$ cat config.mk
export PLATFORM = sky130hd
export DESIGN_NAME = urx_reporter
export DESIGN_NICKNAME = d
export VERILOG_FILES = /design/src/rtl/urx_pkg.sv /design/src/rtl/urx_sync.sv /design/src/rtl/urx_vbus_enc.sv /design/src/rtl/urx_reporter.sv
export SDC_FILE = /design/constraint.sdc
export NUM_CORES = 1
export LEC_CHECK = 0
export BUFFER_PORTS_ARGS = -buffer_cell sky130_fd_sc_hd__buf_2
export CAP_MARGIN = 20
export CORE_MARGIN = 2
export CORE_UTILIZATION = 53
export CTS_CLUSTER_SIZE = 28
export DETAILED_ROUTE_END_ITERATION = 6
export PLACE_DENSITY = 0.78
export SLEW_MARGIN = 40
export SYNTH_ARGS = -nofsm -noshare
export SYNTH_HDL_FRONTEND = slang
export SYNTH_SLANG_ARGS = --single-unit
$ cat constraint.sdc
create_clock -name core_clk -period 5.6 [get_ports core_clk]
set_clock_uncertainty 0.1 [all_clocks]
set_input_delay 0.84 -clock core_clk [delete_from_list [all_inputs] [get_ports core_clk]]
set_output_delay 0.84 -clock core_clk [all_outputs]
set_load 0.05 [all_outputs]
$ cat src/rtl/urx_pkg.sv
/*
 Package for the receive command reporter: field layout, encodings, reset
 values and the state type. Assumes a 60 MHz-class synchronous bus clock domain.
*/
package urx_pkg;
    localparam int LS_LO = 0;
    localparam int LS_HI = 1;
    localparam int VB_LO = 2;
    localparam int VB_HI = 3;
    localparam int RX_LO = 4;
    localparam int RX_HI = 5;
    localparam int ID_BIT = 6;
    localparam int ALT_BIT = 7;
    localparam logic [1:0] VB_BELOW_END = 2'h0;
    localparam logic [1:0] VB_END_VLD = 2'h1;
    localparam logic [1:0] VB_SESS_VLD = 2'h2;
    localparam logic [1:0] VB_ABOVE_VLD = 2'h3;
    localparam logic [1:0] RX_IDLE = 2'h0;
    localparam logic [1:0] RX_ACTIVE = 2'h1;
    localparam logic [1:0] RX_ACT_ERR = 2'h3;
    localparam logic [7:0] IDLE_BYTE = 8'h00;
    localparam logic [1:0] SYNC_RST = 2'h0;
    typedef enum logic [2:0] {ST_IDLE, ST_TURN_ON, ST_SEND, ST_TURN_OFF, ST_RECV} urx_state_type;
endpackage : urx_pkg

$ cat src/rtl/urx_sync.sv
/*
 Two-flop synchroniser for a vector of pin levels.
 Assumes inputs are quasi-static relative to the clock.
*/
`timescale 1ns/1ps
module urx_sync #(parameter int W = 1)
(
    input  wire logic         core_clk,
    input  wire logic         rst_n,
    input  wire logic [W-1:0] d,
    output logic      [W-1:0] q
);
    logic [W-1:0] meta_r;
    always_ff @(posedge core_clk or negedge rst_n)
    begin
        if (!rst_n)
        begin
            meta_r <= '0;
            q      <= '0;
        end
        else
        begin
            meta_r <= d;
            q      <= meta_r;
        end
    end
endmodule : urx_sync

$ cat src/rtl/urx_vbus_enc.sv
/*
 Encodes the three VBUS comparator outputs into the two-bit level code.
 Assumes comparators are already synchronised.
*/
`timescale 1ns/1ps
module urx_vbus_enc
(
    input  wire logic       sess_end,
    input  wire logic       sess_vld,
    input  wire logic       vbus_vld,
    output logic      [1:0] code
);
    // Highest threshold crossed wins; sess_end is redundant when above it
    assign code = vbus_vld ? urx_pkg::VB_ABOVE_VLD :
                  sess_vld ? urx_pkg::VB_SESS_VLD  :
                  sess_end ? urx_pkg::VB_BELOW_END : urx_pkg::VB_END_VLD;
endmodule : urx_vbus_enc

$ cat src/rtl/urx_reporter.sv
/*
 Receive command reporter: decides when to send the status byte and drives
 DIR, NXT and the data bus as the device end of the link.
 Assumes pins arrive asynchronously and a datapath supplies receive events.
*/
`timescale 1ns/1ps
module urx_reporter
(
    input  wire logic       core_clk,
    input  wire logic       rst_n,
    input  wire logic       sync_mode,
    input  wire logic       startup_done,
    input  wire logic       mode_exit,
    input  wire logic       dp_se,
    input  wire logic       dm_se,
    input  wire logic       sess_end,
    input  wire logic       sess_vld,
    input  wire logic       vbus_vld,
    input  wire logic       id_pin,
    input  wire logic       alt_event,
    input  wire logic       rx_active,
    input  wire logic       rx_error,
    input  wire logic       rx_valid,
    input  wire logic [7:0] rx_byte,
    input  wire logic       tx_busy,
    input  wire logic       stp,
    output logic            dir,
    output logic            nxt,
    output logic      [7:0] data_o,
    output logic            data_oe
);
    logic [4:0] pins_s;
    logic [1:0] vb_code;
    logic [1:0] line_st;
    logic [1:0] line_prev_r;
    logic [1:0] vb_prev_r;
    logic       id_prev_r;
    logic       pend_r;
    logic       pend_nxt;
    logic       stp_seen_r;
    logic       start_done_r;
    logic       start_req;
    logic [2:0] warm_r;
    logic       armed;
    logic       trig;
    logic       rx_go;
    logic [1:0] rx_code;
    logic [7:0] status_byte;
    urx_pkg::urx_state_type state_r;
    urx_pkg::urx_state_type state_nxt;

    urx_sync #(.W(5)) u_sync
    (
        .core_clk (core_clk),
        .rst_n    (rst_n),
        .d        ({id_pin, vbus_vld, sess_vld, sess_end, dm_se}),
        .q        (pins_s)
    );

    logic [1:0] dp_s_r;
    always_ff @(posedge core_clk or negedge rst_n)
    begin
        if (!rst_n)
            dp_s_r <= urx_pkg::SYNC_RST;
        else
            dp_s_r <= {dp_s_r[0], dp_se};
    end

    urx_vbus_enc u_venc
    (
        .sess_end (pins_s[1]),
        .sess_vld (pins_s[2]),
        .vbus_vld (pins_s[3]),
        .code     (vb_code)
    );

    assign line_st = {pins_s[0], dp_s_r[1]};
    assign rx_code = !rx_active ? urx_pkg::RX_IDLE :
                     rx_error ? urx_pkg::RX_ACT_ERR : urx_pkg::RX_ACTIVE;
    // Byte is built from current levels at send time so it is never stale
    assign status_byte = {alt_event, pins_s[4], rx_code, vb_code, line_st};

    // Change detectors stay blind until the synchronisers hold real pin levels;
    // otherwise the fill after reset would report a comparator change
    assign armed = warm_r[2];
    // Line change counts only with DIR low; comparator changes always count
    assign trig = (armed && (line_st != line_prev_r) && !dir)
                || (armed && (vb_code != vb_prev_r || pins_s[4] != id_prev_r))
                || (tx_busy && stp)
                || (mode_exit && stp_seen_r)
                || start_req;
    assign start_req = startup_done && !start_done_r && !dir && !stp;
    // Multiple triggers merge into one pending flag, giving one byte
    assign pend_nxt = trig || (pend_r && !(state_r == urx_pkg::ST_SEND));
    assign rx_go = rx_active && !tx_busy;

    always_ff @(posedge core_clk or negedge rst_n)
    begin
        if (!rst_n)
        begin
            line_prev_r  <= 2'h0;
            vb_prev_r    <= 2'h0;
            id_prev_r    <= 1'b0;
            pend_r       <= 1'b0;
            stp_seen_r   <= 1'b0;
            start_done_r <= 1'b0;
            warm_r       <= 3'h0;
        end
        else
        begin
            line_prev_r  <= line_st;
            vb_prev_r    <= vb_code;
            id_prev_r    <= pins_s[4];
            pend_r       <= pend_nxt;
            stp_seen_r   <= stp ? 1'b1 : (mode_exit ? 1'b0 : stp_seen_r);
            start_done_r <= start_done_r | start_req;
            warm_r       <= {warm_r[1:0], 1'h1};
        end
    end

    always_comb
    begin
        state_nxt = state_r;
        case (state_r)
            urx_pkg::ST_IDLE:
                if (sync_mode && (rx_go || pend_r) && !tx_busy)
                    state_nxt = urx_pkg::ST_TURN_ON;
            urx_pkg::ST_TURN_ON:
                state_nxt = rx_go ? urx_pkg::ST_RECV : urx_pkg::ST_SEND;
            urx_pkg::ST_SEND:
                state_nxt = rx_go ? urx_pkg::ST_RECV : urx_pkg::ST_TURN_OFF;
            urx_pkg::ST_RECV:
                if (!rx_go)
                    state_nxt = urx_pkg::ST_TURN_OFF;
            urx_pkg::ST_TURN_OFF:
                state_nxt = urx_pkg::ST_IDLE;
            default:
                state_nxt = urx_pkg::ST_IDLE;
        endcase
    end

    always_ff @(posedge core_clk or negedge rst_n)
    begin
        if (!rst_n)
        begin
            state_r <= urx_pkg::ST_IDLE;
            dir     <= 1'b0;
            nxt     <= 1'b0;
            data_o  <= urx_pkg::IDLE_BYTE;
            data_oe <= 1'b0;
        end
        else
        begin
            state_r <= state_nxt;
            // DIR drops as the last driven cycle ends, so TURN_OFF is the turnaround;
            // holding DIR there would show the Link an undriven byte
            dir     <= (state_nxt != urx_pkg::ST_IDLE) && (state_nxt != urx_pkg::ST_TURN_OFF)
                       && sync_mode;
            // DIR and NXT together in the turnaround mark receive start
            nxt     <= (state_nxt == urx_pkg::ST_TURN_ON && rx_go) ||
                       (state_nxt == urx_pkg::ST_RECV && rx_valid);
            data_oe <= (state_nxt == urx_pkg::ST_SEND || state_nxt == urx_pkg::ST_RECV)
                       && sync_mode;
            data_o  <= (state_nxt == urx_pkg::ST_RECV && rx_valid) ? rx_byte
                     : status_byte;
        end
    end
endmodule : urx_reporter

==> out/metrics.cfg, run 1 <==
[pwr]
vdd_ir_drop_max_mv=0.289
power-per-cell-area_nw_per_um2=415
p_leak_uw=0.000746

[logic_synthesis]
synth_flop_cell=dfrtp_1
synth-xor-area-share_pct=4.12
synth-seq-cells=37
synthesis.nets=110
synth.area.mux_share_pct=6.08
synthArstFlopShare_pct=100
synth_compound_area_share_pct=8.05
synth_top_family_by_area=simple AND/OR/NAND/NOR gates
synth-simple-area-share_pct=8.24
synth_cell_types=26
syn_area_um2=1270
synth_edf_count=0
synthAdderAreaFrac_pct=0
synth_seq_area_share_pct=72.6
syn_inst=85
avgSynthCellArea_um2=15.0
yosys_warnings=0

[sta]
min_period_ns=2.03
tns_ns=0
fin_crit_sh_pct=36.2
finalSetupViolCount=0
max_freq_mhz=494
finalMaxSlewViolations=0
rsz0062_at_grt=no
hold_viol=0

[worst_setup_path]
required_ns=5.72
arrival_ns=2.15
endpoint_kind=flip-flop
critical_path_class=reg -> reg
critPathLaunchType=flip-flop
reg2reg_depth=4
crit_path_max_fanout=7

[final_layout]
layout_common_cells=dfrtp_1, buf_2, mux2_2
diodes=0
layout-area-overhead-vs-synth_pct=23.7
drive_above_1_share_pct=41.4
layout_commonest_cell=dfrtp_1
fin_nets=152
post-route-util_pct=70.6

[clock_tree]
cts_buffer_depth=2
cts_tree=done
ctsResizeCount=0
cts_made_buffers=5
clk_latency_ns=0.33
cts_root_buf=clkbuf_4
post_cts_buffers=0
hold_buffers=0
clk_pin_slew_worst_paths_ns=0.11
htree_levels=2
clock_sinks=37

[hold_path]
hold_depth=0
hold_class=reg -> reg

[drt]
post-route-drc-count=0
wl_per_cell_um=14.2
dr.pass1.iters=4
via_per_inst=5.06
wl_mm=2.22
ant_nets=0
drt_iter0_markers=11
vias=790

[placed_design]
place_congestion=0.716
dpl.hpwl_mm=1.64
io_buffers=35

[floorplanning]
ios=36
die_h_um=53.0
rows=17
die_w_um=53.0
start_util_pct=57.1
dieArea_um2=2810
core_area_um2=2230

[grt]
first_global_vias=845
grt_overflow=0
track_usage_pct=19.1
grt_pass1_wl_mm=3.55
antenna_found_initial=0
grt_max_degree=38

[run]
drv_cap=0

[status]
status=completed

==> cell type report <==
class	instances	area, µm²
Sequential cell	37	926
Fill cell	174	657
Multi-Input combinational cell	46	342
Timing Repair Buffer	35	178
Clock buffer	6	51.3
Clock inverter	2	37.5
Tap cell	28	35.0
Inverter	2	7.51
==> worst max-delay path: stages (launching register included) <==
cell,delay (ns)
dfrtp_1,0.45
nor3b_2,0.31
o21ba_2,0.23
nor3b_4,0.43
mux2_2,0.40
==> cells in the mapped netlist (2+ instances only) <==
cell type,instances,area [µm²]
inv_1,2,7.51
nand2b_1,2,12.5
xor2_1,5,43.8
nand2_1,4,15.0
mux2_2,6,67.6
dfrtp_1,37,926
nor2_1,5,18.8
o21ai_0,2,10.0
o21a_1,2,15.0
nor3_1,2,10.0
a21oi_1,2,10.0
o21bai_1,2,15.0
==> final timing paths <==
kind	from	end	slack [ns]
max in group asynchronous	rst_n	dp_s_r[1]$_DFF_PN0_	4.74
min in group asynchronous	rst_n	state_r[1]$_DFF_PN0_	0.35
worst max-delay path	state_r[1]$_DFF_PN0_	data_o[2]$_DFF_PN0_	3.57
worst min-delay path	warm_r[1]$_DFF_PN0_	warm_r[2]$_DFF_PN0_	0.26
worst max register to register	state_r[1]$_DFF_PN0_	data_o[2]$_DFF_PN0_	3.57
worst min register to register	warm_r[1]$_DFF_PN0_	warm_r[2]$_DFF_PN0_	0.26
==> layer usage <==
| layer | share of wire, % | global-route usage, % | routed length, µm |
|---|---|---|---|
| met1 | 39 | 21.1 | 871 |
| met5 | 0 | 0 | 0 |
| met2 | 51 | 29.6 | 1130 |
| met4 | 3.2 | 16.2 | 72 |
| met3 | 6.7 | 5.93 | 148 |
==> registers in the layout (all words and copies together) (netlist names) <==
| signal | cells |
|---|---|
| data_o | 8 |
| data_oe | 1 |
| dir | 1 |
| dp_s_r | 2 |
| id_prev_r | 1 |
| line_prev_r | 2 |
| nxt | 1 |
| pend_r | 1 |
| start_done_r | 1 |
| state_r | 3 |
| stp_seen_r | 1 |
| u_sync.meta_r | 5 |
| u_sync.q | 5 |
| vb_prev_r | 2 |
| warm_r | 3 |
==> cells by family after synthesis <==
family,count (synthesis)
compound gates,14
xor+xnor,6
buf+inv,2
flops,37
mux,7
other cells,1
simple gates,18
==> report_power, final <==
part           internal [µW]  total [µW]  switching [µW]
Combinational           51.6         149            97.8
Sequential               296         315            19.4
Clock                    106         190            84.4
Total                    453         655             202
==> per-stage QoR <==
step	hold slack (ns)	area [µm²]	power, µW	instances	worst slack (ns)
after floorplan	0.231	1270	426	85	3.61
after global placement	0.231	1490	463	148	3.35
after detailed placement	0.242	1490	471	148	3.28
after CTS	0.267	1570	662	156	3.55
after global routing	0.275	1580	685	156	3.48
final	0.262	1580	655	156	3.57
(Power assumes the default switching activity.)
==> run 2: changes to the inputs <==
Settings changed: CORE_UTILIZATION 53 to 49, PLACE_DENSITY 0.78 to 0.73.
Clock period 5.6 ns to 2.1 ns, I/O delays scaled along.
==> run 2 against run 1 <==
  * Die area up 7.5%
  * Setup slack worse by 3.5 ns
  * Count of clock-buffer cells in the layout unchanged
  * Combinational power rose to 2.8 times the previous value
  * Sequential share of layout area down 2.3 points
  * Critical path depth unchanged
  * Maximum frequency down 1.0%
  * Utilization down 4.4 points
  * Largest power group unchanged
  * Highest routed layer unchanged
  * Non-clock buffer count up 7
==> out/metrics.cfg, run 2 (same netlist as run 1, synthesis figures left out) <==
[pwr]
power-per-cell-area_nw_per_um2=1050  ; +150%
vdd_ir_drop_max_mv=0.856  ; +200%
p_leak_uw=0.000773  ; +3.6%
finalPower_uw=1730  ; +160%

[worst_setup_path]
critPathBufInv=0  ; unchanged
crit_family=simple AND/OR/NAND/NOR gates
path_cells=nor3b_2 > o21ba_2 > nor3b_4 > mux2_2
required_ns=2.22  ; -3.50 ns
crit_path_max_fanout=7  ; unchanged
critPathLaunchType=flip-flop
max_stage_delay_ns=0.45  ; about the same
endpoint_kind=flip-flop
slowest_stage=dfrtp_1
arrival_ns=2.16  ; about the same
critical_path_class=reg -> reg

[status]
status=completed

[clock_tree]
clk_latency_ns=0.33  ; about the same
cts_buffer_depth=2  ; unchanged
clock_sinks=37  ; unchanged
cts_made_buffers=5  ; unchanged
htree_levels=2  ; unchanged
clk_pin_slew_worst_paths_ns=0.11  ; about the same
cts_tree=done
post_cts_buffers=0  ; unchanged
cts_root_buf=clkbuf_4

[drt]
via_per_inst=4.98  ; -1.7%
vias=821  ; +3.9%
post-route-drc-count=0  ; unchanged
wl_per_cell_um=13.2  ; -7.6%
dr.pass1.iters=4  ; unchanged
drt_iter0_markers=17  ; +6
ant_nets=0  ; unchanged
wl_mm=2.17  ; -2.3%

[sta]
rsz0062_at_grt=no
min_period_ns=2.05  ; +0.0208 ns
finalMaxSlewViolations=0  ; unchanged
hold_viol=0  ; unchanged
setup_slack_ns=0.0533  ; -3.52 ns
max_freq_mhz=489  ; -1.0%
tns_ns=0  ; unchanged
fin_crit_sh_pct=97.5  ; +61 points
finalSetupViolCount=0  ; unchanged

[placed_design]
dp_cells=150  ; +1.4%
dpl-instance-area_um2=1490  ; +0.17%
io_buffers=35  ; unchanged
dp_slack_ns=0.0954  ; -3.18 ns
dpl.hpwl_mm=1.56  ; -4.9%
place_congestion=0.677  ; -5.5%

[grt]
first_global_vias=805  ; -4.7%
track_usage_pct=17.2  ; -1.9 points
grt_pass1_wl_mm=3.41  ; -3.9%
grt_overflow=0  ; unchanged
antenna_found_initial=0  ; unchanged
grt_max_degree=38  ; unchanged

[final_layout]
nFillCells=206  ; +18%
largest_reg_flops=8  ; unchanged
fin_nets=159  ; +4.6%
diodes=0  ; unchanged
layout-area-overhead-vs-synth_pct=28.7
layout_commonest_cell=dfrtp_1
stdcell_count=165  ; +5.8%
largest_register=data_o
largestRegisters=data_o: 8 flops, u_sync.meta_r: 5 flops, u_sync.q: 5 flops
final_area_um2=1640  ; +4.0%
drive_above_1_share_pct=38.5  ; -2.9 points
layout_common_cells=dfrtp_1, buf_2, dlygate4sd3_1

[run]
drv_cap=0  ; unchanged

[floorplanning]
ios=36  ; unchanged
rows=18  ; +1
start_util_pct=51.5  ; -5.6 points
die_w_um=55.0  ; +3.7%
die_h_um=55.0  ; +3.7%
core_area_um2=2480  ; +11%
dieArea_um2=3030  ; +7.5%

[hold_path]
hold_class=in -> reg

-- run 2: cell count changes in the layout (fill, tap and decap cells not counted), sizes merged --
cell         before  now
clkinvlp          1    0
clkinv            0    1
dlygate4sd3       0    7
-- run 2: worst paths after layout --
check,startpoint,endpoint,slack (ns),cells past startpoint
max,state_r[1]$_DFF_PN0_,data_o[7]$_DFF_PN0_,0.05,4
min,stp,stp_seen_r$_DFFE_PN0P_,0.08,2
max reg2reg,state_r[1]$_DFF_PN0_,data_o[7]$_DFF_PN0_,0.05,4
min reg2reg,dp_s_r[0]$_DFF_PN0_,dp_s_r[1]$_DFF_PN0_,0.26,0
max in group asynchronous,rst_n,data_o[5]$_DFF_PN0_,1.23,2
min in group asynchronous,rst_n,stp_seen_r$_DFFE_PN0P_,0.35,2
-- run 2: per-layer routing --
layer,track usage (%),share of wire [%],up-vias
met4,10.2,3.5,0
met3,7.53,6.8,8
met5,0,0,-
met1,19.5,39,399
li1,-,-,385
met2,26.8,51,29
-- run 2: power breakdown --
group / switching [µW] / leakage, µW / internal (µW) / total (µW)
registers: 49.7 / 0.000431 / 788 / 838
clock network: 226 / 0.0000424 / 254 / 480
logic: 265 / 0.000300 / 146 / 411
-- run 2: timing repair --
item                       in CTS  in global routing
hold endpoints to repair       43                  0
hold buffers                    7                  0
setup endpoints to repair       0                  0
gates resized for setup         0                  0
-- run 2: through the flow --
stage / hold slack [ns] / util (%)
after floorplan: -0.0806 / -
after global placement: 0.231 / 60.1
after detailed placement: 0.235 / 60.1
after CTS: 0.0692 / 66.1
after global routing: 0.0535 / 66.2
final: 0.0832 / 66.2
-- run 2: final cells by class --
class	count	area (µm²)	area share (%)
Sequential cell	37	926	56.4
Inverter	2	7.51	0.458
Tap cell	30	37.5	2.29
Timing Repair Buffer	42	248	15.1
Clock inverter	2	38.8	2.36
Multi-Input combinational cell	46	342	20.8
Clock buffer	6	41.3	2.52
